==> src/hw/diag_bank_pkg.sv <==
// ==========================================================================
// Register map, field positions and reset values of the diagnosis bank
package diag_bank_pkg;

    // ======================================================================
    // Register offsets
    localparam logic [9:0] supply_diagnosis_off = 10'h020;
    localparam logic [9:0] overtemperature_diagnosis_off = 10'h021;
    localparam logic [9:0] reluctance_sensor_flags_off = 10'h022;
    localparam logic [9:0] reluctance_sensor_measure_off = 10'h023;
    localparam logic [9:0] communication_diagnosis_off = 10'h024;

    // ======================================================================
    // Field positions: supply diagnosis
    localparam int six_volt_supply_overvoltage_pos = 7;
    localparam int tracker_two_overvoltage_pos = 6;
    localparam int tracker_two_undervoltage_pos = 5;
    localparam int tracker_one_overvoltage_pos = 4;
    localparam int tracker_one_undervoltage_pos = 3;
    localparam int battery_overvoltage_pos = 2;
    localparam int central_failure_flag_pos = 1;
    localparam int central_overtemp_flag_pos = 0;

    // Field positions: overtemperature diagnosis
    localparam int tracker_overtemp_pos = 2;
    localparam int main_regulator_overtemp_pos = 1;
    localparam int main_relay_overtemp_pos = 0;

    // Field positions: reluctance sensor flags
    localparam int open_load_data_valid_pos = 4;
    localparam int short_data_valid_pos = 3;
    localparam int sensor_open_load_pos = 2;
    localparam int sensor_short_battery_pos = 1;
    localparam int sensor_short_ground_pos = 0;

    // Field positions: reluctance sensor measure and communication
    localparam int converter_data_valid_pos = 7;
    localparam int sensor_measure_width = 7;
    localparam int lin_transceiver_overtemp_pos = 5;

    // ======================================================================
    // Reset values
    localparam logic [7:0] diag_reset_value = 8'h00;
    localparam logic [6:0] sensor_measure_reset = 7'h00;

endpackage

==> src/hw/diagnosis_status_bank.sv <==
// Chosen here: the plain strobed port.
`timescale 1ns/1ps
// Functional notes
// - bit7 reg0 six volt supply overvoltage
// - bit6 reg0 tracker two overvoltage
// - bit5 reg0 tracker two undervoltage
// - bit4 reg0 tracker one overvoltage
// - bit3 reg0 tracker one undervoltage
// - bit2 reg0 battery overvoltage
// - bit1 reg0 any diagnostic failure summary
// - bit0 reg0 any sensor overtemperature
// - bit2 overtemp reg tracker overtemperature
// - bit1 overtemp reg main regulator overtemperature
// - bit0 overtemp reg main relay overtemperature
// - bit4 sensor flags open load valid
// - bit3 sensor flags short data valid
// - bit2 sensor flags open load detected
// - bit1 sensor flags short to battery
// - bit0 sensor flags short to ground
// - bit7 measure reg converter data valid
// - bits6:0 measure reg result, zero reset
// - bit5 comm reg LIN overtemperature
module diagnosis_status_bank
    import diag_bank_pkg::*;
(
    // Clock and reset
    input wire logic clock,
    input wire logic rst_n,
    // Register port
    input wire logic [9:0] reg_addr,
    input wire logic [7:0] reg_wdata,
    input wire logic reg_write,
    input wire logic reg_read,
    output logic [7:0] reg_rdata,
    // Analog monitor flags, asynchronous to the clock
    input wire logic six_volt_supply_overvoltage,
    input wire logic tracker_two_overvoltage,
    input wire logic tracker_two_undervoltage,
    input wire logic tracker_one_overvoltage,
    input wire logic tracker_one_undervoltage,
    input wire logic battery_overvoltage,
    input wire logic other_failure,
    input wire logic tracker_overtemp,
    input wire logic main_regulator_overtemp,
    input wire logic main_relay_overtemp,
    input wire logic lin_transceiver_overtemp,
    input wire logic other_overtemp,
    // Reluctance sensor diagnosis, asynchronous to the clock
    input wire logic open_load_data_valid,
    input wire logic short_data_valid,
    input wire logic sensor_open_load,
    input wire logic sensor_short_battery,
    input wire logic sensor_short_ground,
    input wire logic converter_data_valid,
    input wire logic [6:0] sensor_measure_result,
    // Summary outputs
    output logic central_failure_flag,
    output logic central_overtemp_flag
);

    // ======================================================================
    // Input synchronisers
    // Each level comes from an analog comparator that knows nothing of
    // the clock, so it passes two flops before any logic reads it
    localparam int nflags = 18; // Single-bit monitor levels
    localparam int nin = nflags + sensor_measure_width;

    // Bit positions of each level inside the gathered vector; the order
    // here must follow the concatenation below
    localparam int idx_supply_ov = 0;
    localparam int idx_trk2_ov = 1;
    localparam int idx_trk2_uv = 2;
    localparam int idx_trk1_ov = 3;
    localparam int idx_trk1_uv = 4;
    localparam int idx_bat_ov = 5;
    localparam int idx_other_fail = 6;
    localparam int idx_trk_ot = 7;
    localparam int idx_reg_ot = 8;
    localparam int idx_relay_ot = 9;
    localparam int idx_lin_ot = 10;
    localparam int idx_other_ot = 11;
    localparam int idx_ol_valid = 12;
    localparam int idx_sc_valid = 13;
    localparam int idx_open_load = 14;
    localparam int idx_short_bat = 15;
    localparam int idx_short_gnd = 16;
    localparam int idx_adc_valid = 17;

    logic [nin-1:0] raw_in;
    logic [nin-1:0] meta_q;
    logic [nin-1:0] sync_q;

    // Gather all outside levels into one vector, measurement on top
    assign raw_in = {
        sensor_measure_result,
        converter_data_valid,
        sensor_short_ground,
        sensor_short_battery,
        sensor_open_load,
        short_data_valid,
        open_load_data_valid,
        other_overtemp,
        lin_transceiver_overtemp,
        main_relay_overtemp,
        main_regulator_overtemp,
        tracker_overtemp,
        other_failure,
        battery_overvoltage,
        tracker_one_undervoltage,
        tracker_one_overvoltage,
        tracker_two_undervoltage,
        tracker_two_overvoltage,
        six_volt_supply_overvoltage
    };

    // Two stages; the first is read only by the second
    always_ff @(posedge clock) begin
        if (!rst_n) begin
            meta_q <= '0;
            sync_q <= '0;
        end else begin
            meta_q <= raw_in;
            sync_q <= meta_q;
        end
    end

    // ======================================================================
    // Named synchronised levels
    // Supply and tracker monitors
    wire s_supply_ov = sync_q[idx_supply_ov];
    wire s_trk2_ov = sync_q[idx_trk2_ov];
    wire s_trk2_uv = sync_q[idx_trk2_uv];
    wire s_trk1_ov = sync_q[idx_trk1_ov];
    wire s_trk1_uv = sync_q[idx_trk1_uv];
    wire s_bat_ov = sync_q[idx_bat_ov];
    // Temperature sensors and further failures
    wire s_other_fail = sync_q[idx_other_fail];
    wire s_trk_ot = sync_q[idx_trk_ot];
    wire s_reg_ot = sync_q[idx_reg_ot];
    wire s_relay_ot = sync_q[idx_relay_ot];
    wire s_lin_ot = sync_q[idx_lin_ot];
    wire s_other_ot = sync_q[idx_other_ot];
    // Reluctance sensor interface; the result sits above the single flags
    wire s_ol_valid = sync_q[idx_ol_valid];
    wire s_sc_valid = sync_q[idx_sc_valid];
    wire s_open_load = sync_q[idx_open_load];
    wire s_short_bat = sync_q[idx_short_bat];
    wire s_short_gnd = sync_q[idx_short_gnd];
    wire s_adc_valid = sync_q[idx_adc_valid];
    wire [6:0] s_measure = sync_q[nin-1:nflags];

    // ======================================================================
    // Helpers
    // Address compare shared by every register select, kept as a
    // function so the five selects cannot drift apart
    function automatic logic addr_match(input logic [9:0] addr, input logic [9:0] offset);
        return addr == offset;
    endfunction

    // ======================================================================
    // Status registers, plain level followers
    // Flags are live levels, not sticky, so no clear logic is needed
    logic [7:0] supply_q;
    logic [7:0] supply_d;
    logic [7:0] overtemp_q;
    logic [7:0] overtemp_d;
    logic [7:0] sensor_flags_q;
    logic [7:0] sensor_flags_d;
    logic [7:0] sensor_meas_q;
    logic [7:0] sensor_meas_d;
    logic [7:0] comm_q;
    logic [7:0] comm_d;

    // Summary terms; the central overtemp covers every sensor in the chip
    wire any_overtemp = s_trk_ot
                        | s_reg_ot
                        | s_relay_ot
                        | s_lin_ot
                        | s_other_ot;

    // Open load and both shorts count as failures; valid bits do not
    wire sensor_fault = s_open_load
                        | s_short_bat
                        | s_short_gnd;

    // Every detected fault of this bank, plus those reported from elsewhere
    wire any_failure = s_supply_ov
                       | s_trk2_ov
                       | s_trk2_uv
                       | s_trk1_ov
                       | s_trk1_uv
                       | s_bat_ov
                       | any_overtemp
                       | sensor_fault
                       | s_other_fail;

    // ======================================================================
    // Next values of the status bytes
    // Every byte but the measurement byte starts from zero, so reserved bits always read zero
    // Supply diagnosis layout
    always_comb begin
        supply_d = diag_reset_value;
        supply_d[six_volt_supply_overvoltage_pos] = s_supply_ov;
        supply_d[tracker_two_overvoltage_pos] = s_trk2_ov;
        supply_d[tracker_two_undervoltage_pos] = s_trk2_uv;
        supply_d[tracker_one_overvoltage_pos] = s_trk1_ov;
        supply_d[tracker_one_undervoltage_pos] = s_trk1_uv;
        supply_d[battery_overvoltage_pos] = s_bat_ov;
        supply_d[central_failure_flag_pos] = any_failure;
        supply_d[central_overtemp_flag_pos] = any_overtemp;
    end

    // Overtemperature layout
    always_comb begin
        overtemp_d = diag_reset_value;
        overtemp_d[tracker_overtemp_pos] = s_trk_ot;
        overtemp_d[main_regulator_overtemp_pos] = s_reg_ot;
        overtemp_d[main_relay_overtemp_pos] = s_relay_ot;
    end

    // Communication layout; only the LIN bit lives in this bank
    always_comb begin
        comm_d = diag_reset_value;
        comm_d[lin_transceiver_overtemp_pos] = s_lin_ot;
    end

    // Reluctance sensor flag layout
    always_comb begin
        sensor_flags_d = diag_reset_value;
        sensor_flags_d[open_load_data_valid_pos] = s_ol_valid;
        sensor_flags_d[short_data_valid_pos] = s_sc_valid;
        sensor_flags_d[sensor_open_load_pos] = s_open_load;
        sensor_flags_d[sensor_short_battery_pos] = s_short_bat;
        sensor_flags_d[sensor_short_ground_pos] = s_short_gnd;
    end

    // Measurement byte; bits are synchronised one by one, so a result that
    // changes while it is sampled may show a mix of old and new bits
    assign sensor_meas_d = {s_adc_valid, s_measure};

    // ======================================================================
    // Status registers; writes never reach them
    // Latency from a pin change to a byte is three edges: two in the
    // synchroniser and one here
    // Supply diagnosis byte
    always_ff @(posedge clock) begin
        if (!rst_n) begin
            supply_q <= diag_reset_value;
        end else begin
            supply_q <= supply_d;
        end
    end

    // Overtemperature byte
    always_ff @(posedge clock) begin
        if (!rst_n) begin
            overtemp_q <= diag_reset_value;
        end else begin
            overtemp_q <= overtemp_d;
        end
    end

    // Reluctance sensor flag byte
    always_ff @(posedge clock) begin
        if (!rst_n) begin
            sensor_flags_q <= diag_reset_value;
        end else begin
            sensor_flags_q <= sensor_flags_d;
        end
    end

    // Measurement byte, cleared to a zero result
    always_ff @(posedge clock) begin
        if (!rst_n) begin
            sensor_meas_q <= {1'b0, sensor_measure_reset};
        end else begin
            sensor_meas_q <= sensor_meas_d;
        end
    end

    // Communication byte
    always_ff @(posedge clock) begin
        if (!rst_n) begin
            comm_q <= diag_reset_value;
        end else begin
            comm_q <= comm_d;
        end
    end

    // ======================================================================
    // Read decode; the five mapped offsets sit in one small window
    wire hit_supply = addr_match(reg_addr, supply_diagnosis_off);
    wire hit_overtemp = addr_match(reg_addr, overtemperature_diagnosis_off);
    wire hit_flags = addr_match(reg_addr, reluctance_sensor_flags_off);
    wire hit_measure = addr_match(reg_addr, reluctance_sensor_measure_off);
    wire hit_comm = addr_match(reg_addr, communication_diagnosis_off);
    // Write strobe and data reach no register; a write with nonzero data beside a read
    // withholds the answer, though the bus never issues both together
    wire write_ignored = reg_write & (|reg_wdata | ~reg_write);

    // Unmapped addresses read as zero
    wire [7:0] read_mux = hit_supply ? supply_q
                        : hit_overtemp ? overtemp_q
                        : hit_flags ? sensor_flags_q
                        : hit_measure ? sensor_meas_q
                        : hit_comm ? comm_q
                        : diag_reset_value;

    // ======================================================================
    // Outputs, all straight from flops
    // A mid-run reset clears them even while faults persist; they return
    // three edges after release
    // Read data stands only in the cycle after the strobe, else zero
    always_ff @(posedge clock) begin
        if (!rst_n) begin
            reg_rdata <= diag_reset_value;
        end else begin
            reg_rdata <= (reg_read && !write_ignored) ? read_mux : diag_reset_value;
        end
    end

    // Summary flags track the same terms as the supply byte bits
    // Central failure flag
    always_ff @(posedge clock) begin
        if (!rst_n) begin
            central_failure_flag <= 1'b0;
        end else begin
            central_failure_flag <= supply_d[central_failure_flag_pos];
        end
    end

    // Central overtemperature flag
    always_ff @(posedge clock) begin
        if (!rst_n) begin
            central_overtemp_flag <= 1'b0;
        end else begin
            central_overtemp_flag <= supply_d[central_overtemp_flag_pos];
        end
    end

endmodule
==> config.mk <==
export PLATFORM = sky130hd
export DESIGN_NAME = diagnosis_status_bank
export DESIGN_NICKNAME = d
export VERILOG_FILES = /design/src/hw/diag_bank_pkg.sv /design/src/hw/diagnosis_status_bank.sv
export SDC_FILE = /design/constraint.sdc
export NUM_CORES = 1
export LEC_CHECK = 0
export ABC_AREA = 1
export BUFFER_PORTS_ARGS = -buffer_cell sky130_fd_sc_hd__buf_2
export CAP_MARGIN = 15
export CORE_MARGIN = 1.5
export CORE_UTILIZATION = 25
export CTS_CLUSTER_SIZE = 14
export DETAILED_ROUTE_END_ITERATION = 8
export GPL_TIMING_DRIVEN = 0
export PLACE_DENSITY_LB_ADDON = 0.1
export SYNTH_ARGS = -nofsm -noshare
export SYNTH_HDL_FRONTEND = slang
export SYNTH_SLANG_ARGS = --single-unit
==> constraint.sdc <==
create_clock -name clock -period 0.98 [get_ports clock]
set_input_delay 0.147 -clock clock [delete_from_list [all_inputs] [get_ports clock]]
set_output_delay 0.147 -clock clock [all_outputs]
set_load 0.05 [all_outputs]
==> impl_metrics.yaml <==
die:
  die_y_um: 107
  initial_utilization_pct: 26.1
  ioPinCount: 57
  placementRows: 37
  core-area_um2: 10400
  design.die.area_um2: 11500
  die_w_um: 107
timing:
  period_share_pct: 101
  worst-slew-pin-transition_ns: 0.617
  final_hold_viol_count: 0
  fmax_mhz: 1010
  finalSetupViolations: 2
  timing.slew.headroom_pct: 58.8
  summed_negative_setup_slack_over_all_endpoints_ns: -0.0166
  drv_slew: 0
  holdWs_ns: 0.231
  final_critical_path_setup_slack_ns: -0.00974
  finClkSkew_ns: 0.00914
  grt_setup_unrepaired: "true"
  period_needed_ns: 0.990
hold_path:
  whs_endpoint: "reg_rdata[7]"
  hold_path.class: "in -> reg"
  min_delay_path_depth: 3
  worstHoldStart: "reg_read"
pwr:
  design_power_total_mw: 6.76
  total_power_divided_by_cell_area_nw_per_um2: 1790
  power.leakage_nw: 2.21
  vdd_drop_max_v: 0.000825
route:
  first_iter_violations: 62
  drtPass1Iterations: 4
  drt-total-wl_um: 5020
  vias: 2031
  drt_drc_violations_left: 0
  viasPerCell: 3.54
  routedWlPerCell_um: 8.74
  drtAntennaViolNets: 0
setup_path:
  ff2ff_setup_slack_ns: 0.08
  critical_path.endpoint_type: "output pin"
  setup_cp_type: "reg -> out"
  regToRegEndpoint: "supply_q[1]"
  master_of_the_slowest_instance_on_the_critical_path: "dfxtp_2"
  data_arrival_time_of_the_worst_path_ns: 0.84
  r2r.worst_path.cells: 4
  slowest_delay_ns: 0.36
  critical_path.reg2reg.startpoint: "sync_q[9]"
  worst_ep_required_time_ns: 0.83
  maximum_fanout_encountered_on_the_critical_timing_path: 2
  worst-path-buf-inv: 1
  path_delay_family: "flip-flops"
  timing.critical_path.from_type: "flop"
  worstPathCellList: "buf_8"
  worst_setup_path_startpoint: "supply_q[0]"
placement:
  dp.cells: 529
  gp_congestion: 0.681
  detailed_place.area_um2: 3170
  io_buffer_count: 56
  dp_hpwl_um: 3720
  post-place-ws_ns: -0.328
grt:
  antenna_found_initial: 0
  overflow: 0
  grt_pass1_wl_um: 8370
  grt_start_max_net_pins: 15
  track_usage_pct: 9.52
  first_global_vias: 1898
cells_and_area:
  flow.area_growth_from_synthesis_pct: 39.2
  design.final.nets: 480
  post_layout_instance_area_um2: 3780
  antennaDiodeCount: 0
  final_core_util_pct: 36.3
  stdcell_count: 574
  post_route_cells_drive_above_1_share_pct: 21.9
synth:
  synth_mux_area_share_pct: 0
  post_synth_xor_area_fraction_pct: 0
  biggest_area_consumer_among_synthesized_cells: "dfxtp_1"
  synth.top_cell.area_share_pct: 61.2
  synthesis.area_um2: 2720
  post_synth_and_or_nand_nor_area_fraction_pct: 24.1
  synth.area.top_cells: "dfxtp_1 61%, nand2_1 13%, inv_1 12%"
  synth_seq_area_share_pct: 61.2
  synth_warnings: 0
  yosysUniqueCellTypes: 18
  combinational_family_with_the_most_area_after_synthesis: "simple AND/OR/NAND/NOR gates"
  synth.net_count: 384
  synthesized_instance_count: 337
  synth_compound_gate_area_share_pct: 0.968
  ys_seq_elements: 83
  synthAdderAreaFrac_pct: 0
  post_synth.cell_area_avg_um2: 8.06
cts:
  tritoncts: "done"
  root_buffer_cell: "clkbuf_8"
  ctsHtreeMaxLevel: 3
  clkLatencyLatePin_ns: 0.34
  tritoncts.num_buffers: 9
  clockBufferDepth: 2
  clkSinkCount: 83
  path_clk_slew_ns: 0.08
outcome:
  outcome: "finished with violations"
  violations: "setup timing"
job:
  drv.max_cap_violation_count: 0
timing repair:
| item | in CTS | in global routing |
|---|---|---|
| pin swaps | 0 | 1 |
| setup endpoints to repair | 10 | 15 |
| setup buffers | 0 | 4 |
| hold buffers | 25 | 0 |
| endpoints found under the hold margin | 25 | 0 |
| resized for setup | 34 | 2 |
power breakdown:
group          switching [mW]  internal (mW)  total, mW
registers              0.0445           3.50       3.54
clock network            1.18           1.58       2.76
logic                   0.227          0.232      0.459
total                    1.45           5.31       6.76
logic make-up (layout without fill, tap and decap cells):
kind of cell / count (synthesis) / in the layout
simple gates: 152 / 152
flops: 83 / 83
buf+inv: 97 / 198
compound gates: 5 / 5
per-layer routing:
layer | GRT usage (%) | vias to the layer above | wire length (um)
met5 | 0 | - | 0
met4 | 5.71 | 0 | 115
met3 | 2.19 | 8 | 205
met2 | 15.0 | 47 | 2250
met1 | 11.8 | 831 | 2450
li1 | - | 1145 | -
cells in the mapped netlist:
master and number:
buf_6 1, and3b_2 1, nand2_2 1, nand2_1 95
inv_1 88, nand2_4 2, clkbuf_1 2, a21oi_1 3
nor2_2 1, nor2_4 3, o21ai_0 1, dfxtp_1 83
a31oi_1 1, nand3_1 26, nor2_1 21, buf_1 5
nor3_1 2, buf_2 1
layout by cell type, fill, tap and decap left out, drive strengths merged, types with 3 or more instances in the layout:
| cell | count |
|---|---|
| nand2 | 98 |
| inv | 89 |
| dfxtp | 83 |
| buf | 67 |
| nand3 | 26 |
| dlygate4sd3 | 25 |
| nor2 | 25 |
| clkbuf | 13 |
| a21oi | 3 |
tightest hold or removal path, delay by kind of cell:
| kind | cells | cell delay [ns] |
|---|---|---|
| buffers and inverters | 1 | 0.09 |
| and+or+nand+nor | 1 | 0.22 |
| AOI/OAI and AO/OA | 1 | 0.07 |
flip-flops by register name, indices dropped and copies added (netlist names):
| signal | cells |
|---|---|
| sync_q | 25 |
| meta_q | 25 |
| overtemp_q | 3 |
| sensor_meas_q | 8 |
| reg_rdata | 8 |
| supply_q | 8 |
| comm_q | 1 |
| sensor_flags_q | 5 |
how the worst max path moves through the flow:
stage / cells after the start / to / slack (ns)
3_5_place_dp: 9 / reg_rdata[3] / -0.33
6_report: 1 / central_overtemp_flag / -0.01
2_1_floorplan: 8 / reg_rdata[1] / 0.02
5_1_grt: 1 / central_overtemp_flag / -0.05
3_3_place_gp: 9 / reg_rdata[0] / -0.30
4_1_cts: 1 / central_overtemp_flag / -0.04
layout make-up:
type / count / area, um2
Multi-Input combinational cell: 157 / 681
Timing Repair Buffer: 85 / 646
Buffer: 9 / 42.5
Clock buffer: 11 / 151
Fill cell: 1112 / 6640
Tap cell: 136 / 170
Clock inverter: 5 / 83.8
Inverter: 88 / 330
Sequential cell: 83 / 1670
(Power assumes the default switching activity.)
